===== src/design/rxc_pkg.sv =====
// shared constants for the receive control register bank and its host
// Functional notes
// - receive-start enters receive mode, then self-clears
// - firmware never clears or re-sets pending start; the host writes start as zero while pending, which the device ignores
// - reserved control bit always written as zero
// - never enable not-empty and half-full together
// - flags live regardless; interrupt on flag and enable
// - auto gain drives amplifier, else manual bit
// - attenuator bit enables attenuator; only manual-off use
// - quick turnaround offsets; low sideband inverts data
// - overwrite allowed: new packet replaces, flag raised
// - overwrite barred: start ignored until buffer empty
// - interleave stores eight data bytes with valids
// - overwrite flag cleared by status write
// - start-of-packet flag set on each accepted start
// - full flag tracks buffer full
// - half flag at eight or more bytes
// - not-empty flag tracks one or more bytes
// - firmware rechecks count and drains leftover bytes
// - buffer error on bad read/write; cleared by start
// - done after acknowledge or valid packet; read clears
// - firmware rereads status only when error clear
// - receive error on bad packet or drop
// - receive error clears on status read
package rxc_pkg;
	// device register offsets
	localparam logic [7:0] RXC_CTRL_ADDR = 8'h05;
	localparam logic [7:0] RXC_CFG_ADDR = 8'h06;
	localparam logic [7:0] RXC_STAT_ADDR = 8'h07;
	// reset values
	localparam logic [7:0] RXC_CTRL_RST = 8'h07;
	localparam logic [7:0] RXC_CFG_RST = 8'h92;
	localparam logic [7:0] RXC_STAT_RST = 8'h00;
	// control fields
	localparam int RXC_CTRL_GO = 7;
	localparam int RXC_CTRL_RSVD = 6;
	localparam int RXC_CTRL_HALF_EN = 4;
	localparam int RXC_CTRL_NEMP_EN = 3;
	localparam logic [7:0] RXC_CTRL_EN_MASK = 8'h3f;
	// configuration fields
	localparam int RXC_CFG_AGC = 7;
	localparam int RXC_CFG_LNA = 6;
	localparam int RXC_CFG_ATT = 5;
	localparam int RXC_CFG_SIDE = 4;
	localparam int RXC_CFG_FAST = 3;
	localparam int RXC_CFG_OW = 1;
	localparam int RXC_CFG_VLD = 0;
	localparam logic [7:0] RXC_CFG_MASK = 8'hfb;
	// status fields
	localparam int RXC_ST_OW = 7;
	localparam int RXC_ST_SOP = 6;
	localparam int RXC_ST_FULL = 5;
	localparam int RXC_ST_HALF = 4;
	localparam int RXC_ST_NEMP = 3;
	localparam int RXC_ST_BERR = 2;
	localparam int RXC_ST_DONE = 1;
	localparam int RXC_ST_ERR = 0;
	// receive buffer shape
	localparam int RXC_BUF_DEPTH = 16;
	localparam int RXC_LVL_W = 5;
	localparam logic [4:0] RXC_LVL_FULL = 5'h10;
	localparam logic [4:0] RXC_LVL_HALF = 5'h08;
	// host register byte offsets on wishbone
	localparam logic [7:0] RXC_H_ADDR = 8'h00;
	localparam logic [7:0] RXC_H_WDATA = 8'h04;
	localparam logic [7:0] RXC_H_CMD = 8'h08;
	localparam logic [7:0] RXC_H_STAT = 8'h0c;
	localparam int RXC_CMD_WR = 0;
	localparam int RXC_CMD_RD = 1;
endpackage


===== src/design/rxc_if.sv =====
// register access link between the host controller and the receive control device
`timescale 1ns/1ps
interface rxc_if;
	logic req; // one-cycle request pulse from host
	logic we; // request is a write
	logic [7:0] addr; // register offset
	logic [7:0] wdata; // write data
	logic [7:0] rdata; // read data, valid with ack
	logic ack; // one-cycle answer pulse from device
	logic irq; // interrupt level from device
	modport dev (input req, input we, input addr, input wdata, output rdata, output ack,
		output irq);
	modport host (output req, output we, output addr, output wdata, input rdata,
		input ack, input irq);
endinterface


===== src/design/rxc_buf.sv =====
// sixteen-entry receive byte buffer with flush and level
`timescale 1ns/1ps
module rxc_buf
	import rxc_pkg::*;
(
	input wire logic clk_i,
	input wire logic rst_i,
	input wire logic push_i,
	input wire logic [7:0] push_data_i,
	input wire logic pop_i,
	input wire logic flush_i,
	output logic [7:0] pop_data_o,
	output logic [4:0] level_o
);
	logic [7:0] mem [RXC_BUF_DEPTH]; // byte storage
	logic [3:0] wr_ptr_reg; // next write slot
	logic [3:0] rd_ptr_reg; // next read slot
	logic do_push; // push that fits
	logic do_pop; // pop that has data

	// overflowing pushes and empty pops are dropped; the caller flags them
	assign do_push = push_i && (level_o != RXC_LVL_FULL);
	assign do_pop = pop_i && (level_o != 5'h00);

	// storage has no reset; pointers, level and read data do
	always_ff @(posedge clk_i)
	begin
		if (do_push && !flush_i)
		begin
			mem[wr_ptr_reg] <= push_data_i;
		end
	end

	// pointers and level; flush wins over everything
	always_ff @(posedge clk_i)
	begin
		if (rst_i || flush_i)
		begin
			wr_ptr_reg <= 4'h0;
			rd_ptr_reg <= 4'h0;
			level_o <= 5'h00;
		end
		else
		begin
			if (do_push)
			begin
				wr_ptr_reg <= wr_ptr_reg + 4'h1;
			end
			if (do_pop)
			begin
				rd_ptr_reg <= rd_ptr_reg + 4'h1;
			end
			if (do_push && !do_pop)
			begin
				level_o <= level_o + 5'h01;
			end
			else if (do_pop && !do_push)
			begin
				level_o <= level_o - 5'h01;
			end
		end
	end

	// registered read data, last popped byte held
	always_ff @(posedge clk_i)
	begin
		if (rst_i)
		begin
			pop_data_o <= 8'h00;
		end
		else if (do_pop)
		begin
			pop_data_o <= mem[rd_ptr_reg];
		end
	end
endmodule


===== src/design/rxc_dev.sv =====
// receive control device: registers, flags, packet acceptance and buffer
`timescale 1ns/1ps
module rxc_dev
	import rxc_pkg::*;
(
	input wire logic clk_i,
	input wire logic rst_i,
	rxc_if.dev bus,
	input wire logic sop_i,
	input wire logic byte_valid_i,
	input wire logic [7:0] byte_i,
	input wire logic [7:0] valid_bits_i,
	input wire logic pkt_ok_i,
	input wire logic pkt_err_i,
	input wire logic ack_sent_i,
	input wire logic xact_mode_i,
	input wire logic agc_lna_i,
	input wire logic buf_pop_i,
	output logic [7:0] buf_data_o,
	output logic rx_mode_o,
	output logic lna_on_o,
	output logic atten_o,
	output logic freq_high_o,
	output logic fast_turn_o,
	output logic invert_data_o
);
	typedef enum logic {RXC_IDLE, RXC_RUN} rxc_state_e;

	rxc_state_e state_reg; // idle or receiving
	logic [7:0] ctrl_reg; // control: start and enables
	logic [7:0] cfg_reg; // configuration
	logic ow_flag_reg; // overwrite flag
	logic sop_flag_reg; // start-of-packet flag
	logic berr_flag_reg; // buffer error flag
	logic done_flag_reg; // receive complete flag
	logic err_flag_reg; // receive error flag
	logic active_reg; // a packet is being loaded
	logic vld_pend_reg; // valid byte waiting to follow its data byte
	logic [7:0] vld_byte_reg; // that valid byte
	logic [7:0] rdata_reg; // read answer
	logic ack_reg; // answer pulse
	logic irq_reg; // interrupt level
	logic [4:0] level; // buffer occupancy
	logic [7:0] status; // live status image
	logic wr_req; // register write this cycle
	logic rd_stat; // status read this cycle
	logic wr_stat; // status write this cycle
	logic empty; // buffer empty
	logic full; // buffer full
	logic sop_take; // start that loads a packet
	logic sop_drop; // start refused for occupancy
	logic flush; // discard old contents
	logic push; // byte into buffer
	logic [7:0] push_data; // what goes in
	logic [7:0] rx_byte; // received byte after inversion
	logic done_ev; // completion event
	logic err_ev; // error event
	logic invert; // low sideband under quick turnaround

	assign wr_req = bus.req && bus.we;
	assign rd_stat = bus.req && !bus.we && (bus.addr == RXC_STAT_ADDR);
	assign wr_stat = wr_req && (bus.addr == RXC_STAT_ADDR);
	assign empty = (level == 5'h00);
	assign full = (level == RXC_LVL_FULL);
	assign invert = cfg_reg[RXC_CFG_FAST] && !cfg_reg[RXC_CFG_SIDE];
	assign rx_byte = invert ? ~byte_i : byte_i;

	// a start is taken only while receiving; a non-empty buffer blocks it unless overwriting
	assign sop_take = sop_i && (state_reg == RXC_RUN) && (empty || cfg_reg[RXC_CFG_OW]);
	assign sop_drop = sop_i && (state_reg == RXC_RUN) && !empty && !cfg_reg[RXC_CFG_OW];
	assign flush = sop_take && !empty;

	// interleave pushes the valid byte in the cycle after its data byte,
	// so the radio must leave a gap cycle between bytes in that mode
	assign push = (active_reg && byte_valid_i) || vld_pend_reg;
	assign push_data = vld_pend_reg ? vld_byte_reg : rx_byte;

	// completion follows the acknowledge in transaction mode, else the good packet
	assign done_ev = active_reg && (xact_mode_i ? ack_sent_i : pkt_ok_i);
	assign err_ev = (active_reg && pkt_err_i) || sop_drop;

	// live flags: buffer levels are read straight from the occupancy
	always_comb
	begin
		status = 8'h00;
		status[RXC_ST_OW] = ow_flag_reg;
		status[RXC_ST_SOP] = sop_flag_reg;
		status[RXC_ST_FULL] = full;
		status[RXC_ST_HALF] = (level >= RXC_LVL_HALF);
		status[RXC_ST_NEMP] = !empty;
		status[RXC_ST_BERR] = berr_flag_reg;
		status[RXC_ST_DONE] = done_flag_reg;
		status[RXC_ST_ERR] = err_flag_reg;
	end

	rxc_buf u_buf (
		.clk_i(clk_i),
		.rst_i(rst_i),
		.push_i(push),
		.push_data_i(push_data),
		.pop_i(buf_pop_i),
		.flush_i(flush),
		.pop_data_o(buf_data_o),
		.level_o(level)
	);

	// receive sequencing; start bit self-clears when the packet ends
	always_ff @(posedge clk_i)
	begin
		if (rst_i)
		begin
			state_reg <= RXC_IDLE;
			active_reg <= 1'b0;
		end
		else
		begin
			unique case (state_reg)
				RXC_IDLE:
				begin
					if (ctrl_reg[RXC_CTRL_GO])
					begin
						state_reg <= RXC_RUN;
					end
				end
				RXC_RUN:
				begin
					if (done_ev || (active_reg && pkt_err_i))
					begin
						state_reg <= RXC_IDLE;
						active_reg <= 1'b0;
					end
					else if (sop_take)
					begin
						active_reg <= 1'b1;
					end
				end
			endcase
		end
	end

	// valid byte tracking for interleaved storage
	always_ff @(posedge clk_i)
	begin
		if (rst_i || flush)
		begin
			vld_pend_reg <= 1'b0;
			vld_byte_reg <= 8'h00;
		end
		else
		begin
			vld_pend_reg <= active_reg && byte_valid_i && cfg_reg[RXC_CFG_VLD];
			vld_byte_reg <= valid_bits_i;
		end
	end

	// control register; zero written to start has no effect
	always_ff @(posedge clk_i)
	begin
		if (rst_i)
		begin
			ctrl_reg <= RXC_CTRL_RST;
		end
		else if (wr_req && (bus.addr == RXC_CTRL_ADDR))
		begin
			ctrl_reg[5:0] <= bus.wdata[5:0] & RXC_CTRL_EN_MASK[5:0];
			ctrl_reg[RXC_CTRL_RSVD] <= 1'b0;
			// a packet end in the write cycle still clears start, else receive would rerun
			ctrl_reg[RXC_CTRL_GO] <= (bus.wdata[RXC_CTRL_GO] || ctrl_reg[RXC_CTRL_GO])
				&& !(done_ev || (active_reg && pkt_err_i));
		end
		else if (state_reg == RXC_RUN && (done_ev || (active_reg && pkt_err_i)))
		begin
			ctrl_reg[RXC_CTRL_GO] <= 1'b0;
		end
	end

	// configuration register; unused bit reads zero
	always_ff @(posedge clk_i)
	begin
		if (rst_i)
		begin
			cfg_reg <= RXC_CFG_RST;
		end
		else if (wr_req && (bus.addr == RXC_CFG_ADDR))
		begin
			cfg_reg <= bus.wdata & RXC_CFG_MASK;
		end
	end

	// sticky flags; a setting event in the clearing cycle wins
	always_ff @(posedge clk_i)
	begin
		if (rst_i)
		begin
			ow_flag_reg <= RXC_STAT_RST[RXC_ST_OW];
			sop_flag_reg <= RXC_STAT_RST[RXC_ST_SOP];
			berr_flag_reg <= RXC_STAT_RST[RXC_ST_BERR];
			done_flag_reg <= RXC_STAT_RST[RXC_ST_DONE];
			err_flag_reg <= RXC_STAT_RST[RXC_ST_ERR];
		end
		else
		begin
			// any status write clears, a new overwrite sets again
			ow_flag_reg <= flush || (ow_flag_reg && !wr_stat);
			// start-of-packet flag drops on a status read
			sop_flag_reg <= sop_take || (sop_flag_reg && !rd_stat);
			// bad read or overrun sets; accepted start while running clears
			if ((buf_pop_i && empty) || (push && full))
			begin
				berr_flag_reg <= 1'b1;
			end
			else if (sop_take)
			begin
				berr_flag_reg <= 1'b0;
			end
			done_flag_reg <= done_ev || (done_flag_reg && !rd_stat);
			err_flag_reg <= err_ev || (err_flag_reg && !rd_stat);
		end
	end

	// register answer one cycle after the request
	always_ff @(posedge clk_i)
	begin
		if (rst_i)
		begin
			ack_reg <= 1'b0;
			rdata_reg <= 8'h00;
		end
		else
		begin
			ack_reg <= bus.req;
			if (bus.req && !bus.we)
			begin
				unique case (bus.addr)
					RXC_CTRL_ADDR: rdata_reg <= ctrl_reg;
					RXC_CFG_ADDR: rdata_reg <= cfg_reg;
					RXC_STAT_ADDR: rdata_reg <= status;
					default: rdata_reg <= 8'h00;
				endcase
			end
		end
	end

	// interrupt: enables pair bit for bit; overwrite is armed by the overwrite option
	always_ff @(posedge clk_i)
	begin
		if (rst_i)
		begin
			irq_reg <= 1'b0;
		end
		else
		begin
			irq_reg <= (|(status[5:0] & ctrl_reg[5:0]))
				|| (ow_flag_reg && cfg_reg[RXC_CFG_OW]);
		end
	end

	// analog path controls, registered
	always_ff @(posedge clk_i)
	begin
		if (rst_i)
		begin
			rx_mode_o <= 1'b0;
			lna_on_o <= 1'b0;
			atten_o <= 1'b0;
			freq_high_o <= 1'b0;
			fast_turn_o <= 1'b0;
			invert_data_o <= 1'b0;
		end
		else
		begin
			// receive mode also starts oscillator and synthesizer
			rx_mode_o <= (state_reg == RXC_RUN);
			lna_on_o <= cfg_reg[RXC_CFG_AGC] ? agc_lna_i : cfg_reg[RXC_CFG_LNA];
			atten_o <= cfg_reg[RXC_CFG_ATT];
			// same bit picks channel side or injection side depending on mode
			freq_high_o <= cfg_reg[RXC_CFG_SIDE];
			fast_turn_o <= cfg_reg[RXC_CFG_FAST];
			invert_data_o <= invert;
		end
	end

	assign bus.rdata = rdata_reg;
	assign bus.ack = ack_reg;
	assign bus.irq = irq_reg;
endmodule


===== src/flat_wrapper.sv =====
// flat-port wrapper written by rule: the top's interface ports become plain ports
module rxc_dev_flat import rxc_pkg::*;
  (clk_i, rst_i, sop_i, byte_valid_i, byte_i, valid_bits_i, pkt_ok_i, pkt_err_i, ack_sent_i, xact_mode_i, agc_lna_i, buf_pop_i, buf_data_o, rx_mode_o, lna_on_o, atten_o, freq_high_o, fast_turn_o, invert_data_o, bus_req, bus_we, bus_addr, bus_wdata, bus_rdata, bus_ack, bus_irq);
  rxc_if bus_i ();
  input wire logic clk_i;
  input wire logic rst_i;
  input wire logic sop_i;
  input wire logic byte_valid_i;
  input wire logic [7:0] byte_i;
  input wire logic [7:0] valid_bits_i;
  input wire logic pkt_ok_i;
  input wire logic pkt_err_i;
  input wire logic ack_sent_i;
  input wire logic xact_mode_i;
  input wire logic agc_lna_i;
  input wire logic buf_pop_i;
  output logic [7:0] buf_data_o;
  output logic rx_mode_o;
  output logic lna_on_o;
  output logic atten_o;
  output logic freq_high_o;
  output logic fast_turn_o;
  output logic invert_data_o;
  input wire logic [$bits(bus_i.req)-1:0] bus_req;
  input wire logic [$bits(bus_i.we)-1:0] bus_we;
  input wire logic [$bits(bus_i.addr)-1:0] bus_addr;
  input wire logic [$bits(bus_i.wdata)-1:0] bus_wdata;
  output wire logic [$bits(bus_i.rdata)-1:0] bus_rdata;
  output wire logic [$bits(bus_i.ack)-1:0] bus_ack;
  output wire logic [$bits(bus_i.irq)-1:0] bus_irq;
  assign bus_i.req = bus_req;
  assign bus_i.we = bus_we;
  assign bus_i.addr = bus_addr;
  assign bus_i.wdata = bus_wdata;
  assign bus_rdata = bus_i.rdata;
  assign bus_ack = bus_i.ack;
  assign bus_irq = bus_i.irq;
  rxc_dev u_core (.clk_i(clk_i), .rst_i(rst_i), .bus(bus_i), .sop_i(sop_i), .byte_valid_i(byte_valid_i), .byte_i(byte_i), .valid_bits_i(valid_bits_i), .pkt_ok_i(pkt_ok_i), .pkt_err_i(pkt_err_i), .ack_sent_i(ack_sent_i), .xact_mode_i(xact_mode_i), .agc_lna_i(agc_lna_i), .buf_pop_i(buf_pop_i), .buf_data_o(buf_data_o), .rx_mode_o(rx_mode_o), .lna_on_o(lna_on_o), .atten_o(atten_o), .freq_high_o(freq_high_o), .fast_turn_o(fast_turn_o), .invert_data_o(invert_data_o));
endmodule

===== config.mk =====
export PLATFORM = sky130hd
export DESIGN_NAME = rxc_dev_flat
export DESIGN_NICKNAME = d
export VERILOG_FILES = /design/src/design/rxc_pkg.sv /design/src/design/rxc_if.sv /design/src/design/rxc_buf.sv /design/src/design/rxc_dev.sv /design/src/flat_wrapper.sv
export SDC_FILE = /design/constraint.sdc
export NUM_CORES = 1
export LEC_CHECK = 0
export BUFFER_PORTS_ARGS = -buffer_cell sky130_fd_sc_hd__buf_2
export CORE_MARGIN = 2
export CORE_UTILIZATION = 45
export DETAILED_ROUTE_END_ITERATION = 8
export GPL_ROUTABILITY_DRIVEN = 0
export PLACE_DENSITY = 0.71
export SLEW_MARGIN = 40
export SYNTH_ARGS = -nofsm -noshare
export SYNTH_HDL_FRONTEND = slang
export SYNTH_SLANG_ARGS = --single-unit

===== constraint.sdc =====
create_clock -name clk_i -period 3.65 [get_ports clk_i]
set_clock_uncertainty 0.2 [all_clocks]
set_input_delay 0.365 -clock clk_i [delete_from_list [all_inputs] [get_ports clk_i]]
set_output_delay 0.365 -clock clk_i [all_outputs]
set_load 0.005 [all_outputs]

==> reports/metrics.csv <==
stage,metric,value,unit
clock_tree,cts.sinks,195,
place,port_buffers,67,
grt,grt_pass1_vias,4914,
logic_synthesis,synth.distinct_cells,55,
pwr,clkPwrFrac,36.6,%
floorplanning,dieHeight,137,um
route,wl_per_cell,18.5,um
logic_synthesis,yosysTopAreaCell,edfxtp_1,
route,routed_wl,16700,um
logic_synthesis,synthTopCellsByArea,"edfxtp_1 (48%), dfxtp_1 (17%), mux2i_1 (6.4%)",
pwr,seqPwrFrac,48.8,%
floorplanning,die_area,0.0187,mm^2
logic_synthesis,netlist.area_leader.share,48.5,%
clock_tree,numCtsBuffers,17,
floorplanning,rows,48,
setup_path,crit_slowest_cell,dfxtp_1,
timing,slew_violations,0,
timing,finalSetupViolCount,0,
logic_synthesis,synth_top_family_by_area,multiplexers,
grt,antenna_found_initial,0,
clock_tree,clock_path_buffers,2,
timing,setup-tns-final,0,ns
pwr,p_leak,3.29,nW
clock_tree,clockRootBuffer,clkbuf_16,
clock_tree,holdBufCountCts,19,
logic_synthesis,synthAdderAreaFrac,1.67,%
min_path,min_path_type,input port to flip-flop,
logic_synthesis,synth_cells,571,
logic_synthesis,syn_area_per_cell,13.9,um^2
timing,holdWs,0.0568,ns
setup_path,endpoint_kind,flip-flop,
place,place_area,0.00857,mm^2
timing,rsz0062_at_grt,false,
pwr,peakVddDrop,0.320,mV
logic_synthesis,ys_warn_count,0,
clock_tree,clkLatencyLatePin,0.43,ns
cells_and_area,diodes,0,
pwr,power_frac_comb,14.6,%
logic_synthesis,yosysSeqAreaShare,65.4,%
grt,grt-ovfl-total,0,
clock_tree,htree_levels,4,
cells_and_area,fillers,1370,
setup_path,cpPeakStageDelay,0.54,ns
floorplanning,initial_utilization,46.0,%
logic_synthesis,synth-compound-area-share,8.65,%
timing,hold_viol_final,0,
job,maxCapViolCount,0,
logic_synthesis,syn_nets,625,
clock_tree,cts_setup_buffers,0,
setup_path,crit_arrival,3.29,ns
pwr,p_sw_share,25.7,%
pwr,internal_power,0.00382,W
cells_and_area,final_cell_area,0.00937,mm^2
logic_synthesis,yosys.area_share.simple,9.01,%
cells_and_area,layout_common_cells,"edfxtp_1 (128), buf_2 (67), dfxtp_1 (66), mux2i_1 (51), nor2_1 (40)",
timing,fin_crit_sh,85.7,%
timing,tightest_slew,0.760,ns
grt,grt.total_usage,18.8,%
logic_synthesis,synthMuxAreaShare,11.7,%
setup_path,required,3.81,ns
logic_synthesis,async_reset_ff_share,0,%
cells_and_area,syn_to_final_growth,18.2,%
setup_path,start_kind,flip-flop,
route,drt_first_pass_iters,4,
logic_synthesis,synth_flop_cell,edfxtp_1,
route,drt_iter0_drc,396,
floorplanning,die_width,137,um
logic_synthesis,syn_area,0.00793,mm^2
cells_and_area,nets,719,
clock_tree,clk_pin_slew,0.07,ns
setup_path,cp_max_fo,11,
logic_synthesis,synth-edff-count,128,
cells_and_area,fin_cells,903,
cells_and_area,largest_reg_flops,128,
route,post-route-drc-count,0,
route,antenna_left,0,
grt,grt_pass1_wl,26000,um
place,dpl.hpwl,11500,um
run_status,outcome,finished clean,
timing,slew_headroom,49.2,%
timing,max_freq,0.320,GHz
pwr,switchingPower,0.00132,W
route,routed_via_density,5.48,
cells_and_area,drive_gt1_share,22.4,%
clock_tree,cts_resized,0,
pwr,p_per_area,549,mW/mm^2
setup_path,critical_path.cell_chain,clkinv_1 > a21oi_1 > buf_4 > inv_2 > ha_1 > inv_1 > ha_1 > a21o_1 > a21oi_1 > mux2i_1 > mux2i_1,
floorplanning,ioPinCount,68,
logic_synthesis,yosys_register_bits,195,
logic_synthesis,synth-xor-area-share,1.66,%
cells_and_area,final_common_cell,edfxtp_1,
timing,post-route-min-period,3.13,ns
cells_and_area,fin_util,54.4,%
place,dp_cells,852,
setup_path,criticalPathCategory,flip-flop to flip-flop,
grt,grt_start_max_net_pins,49,
clock_tree,cts_tree,yes,
cells_and_area,largest_register,u_core.u_buf.mem,
floorplanning,design.core.area,0.0172,mm^2
route,vias,4950,
-- final timing paths --
check                           from  depth (start not counted)                 endpoint  slack, ns
max          u_core.u_buf.level_o[4]                         11  u_core.u_buf.level_o[4]       0.52
min                        pkt_err_i                          3      u_core.err_flag_reg       0.06
max reg2reg  u_core.u_buf.level_o[4]                         11  u_core.u_buf.level_o[4]       0.52
min reg2reg      u_core.bus.rdata[3]                          2      u_core.bus.rdata[3]       0.25
-- layer usage --
metal	part of all wire, %	GRT usage (%)
met3	3.9	3.96
met4	2.2	7.47
met2	50	30.8
met5	0	0
met1	44	24.4
-- power groups by stage --
stage / sequential, W / combinational, W / clock [W]
floorplan: 0.00253 / 0.000514 / 0
global placement: 0.00256 / 0.000706 / 0
detailed placement: 0.00256 / 0.000731 / 0
CTS: 0.00251 / 0.000750 / 0.00190
global route: 0.00252 / 0.000823 / 0.00199
finish: 0.00251 / 0.000749 / 0.00188
-- cell usage after synthesis, drive strengths merged, types with 12 or more instances --
cell / number
edfxtp: 128
dfxtp: 67
mux2i: 51
nor2: 40
nand2: 28
a21oi: 26
o21ai: 23
clkbuf: 18
mux4: 16
o22ai: 16
nor3: 14
xnor2: 13
buf: 12
-- area by class of cell --
type | instances | area [um^2] | area share, %
flip-flops and latches | 195 | 5190 | 55.3
multi-input cells | 337 | 2590 | 27.7
repair buffers | 105 | 668 | 7.13
clock buffers | 19 | 443 | 4.73
well taps | 225 | 282 | 3.00
clock inverters | 13 | 165 | 1.76
inverters | 9 | 33.8 | 0.360
-- critical path, delay by kind of cell (launching register included) --
kind / cells / cell delay, ns
AOI/OAI and AO/OA: 3 / 0.55
DFF: 1 / 0.54
buffers and inverters: 4 / 0.81
muxes: 2 / 0.46
adders and majority gates: 2 / 0.51
-- logic make-up after synthesis --
logic type	count (synthesis)
flip-flops	195
AND/OR/NAND/NOR	136
AO/OA/AOI/OAI	104
multiplexers	72
buffers and inverters	39
XOR/XNOR	15
adder cells (fa/ha/maj)	10
-- stage by stage --
step	setup WS (ns)	total power, W
finish	0.521	0.00514
detailed placement	0.536	0.00329
global placement	0.661	0.00326
floorplan	0.620	0.00304
CTS	0.532	0.00516
global route	0.261	0.00533
Power figures use the tool's default switching activity.
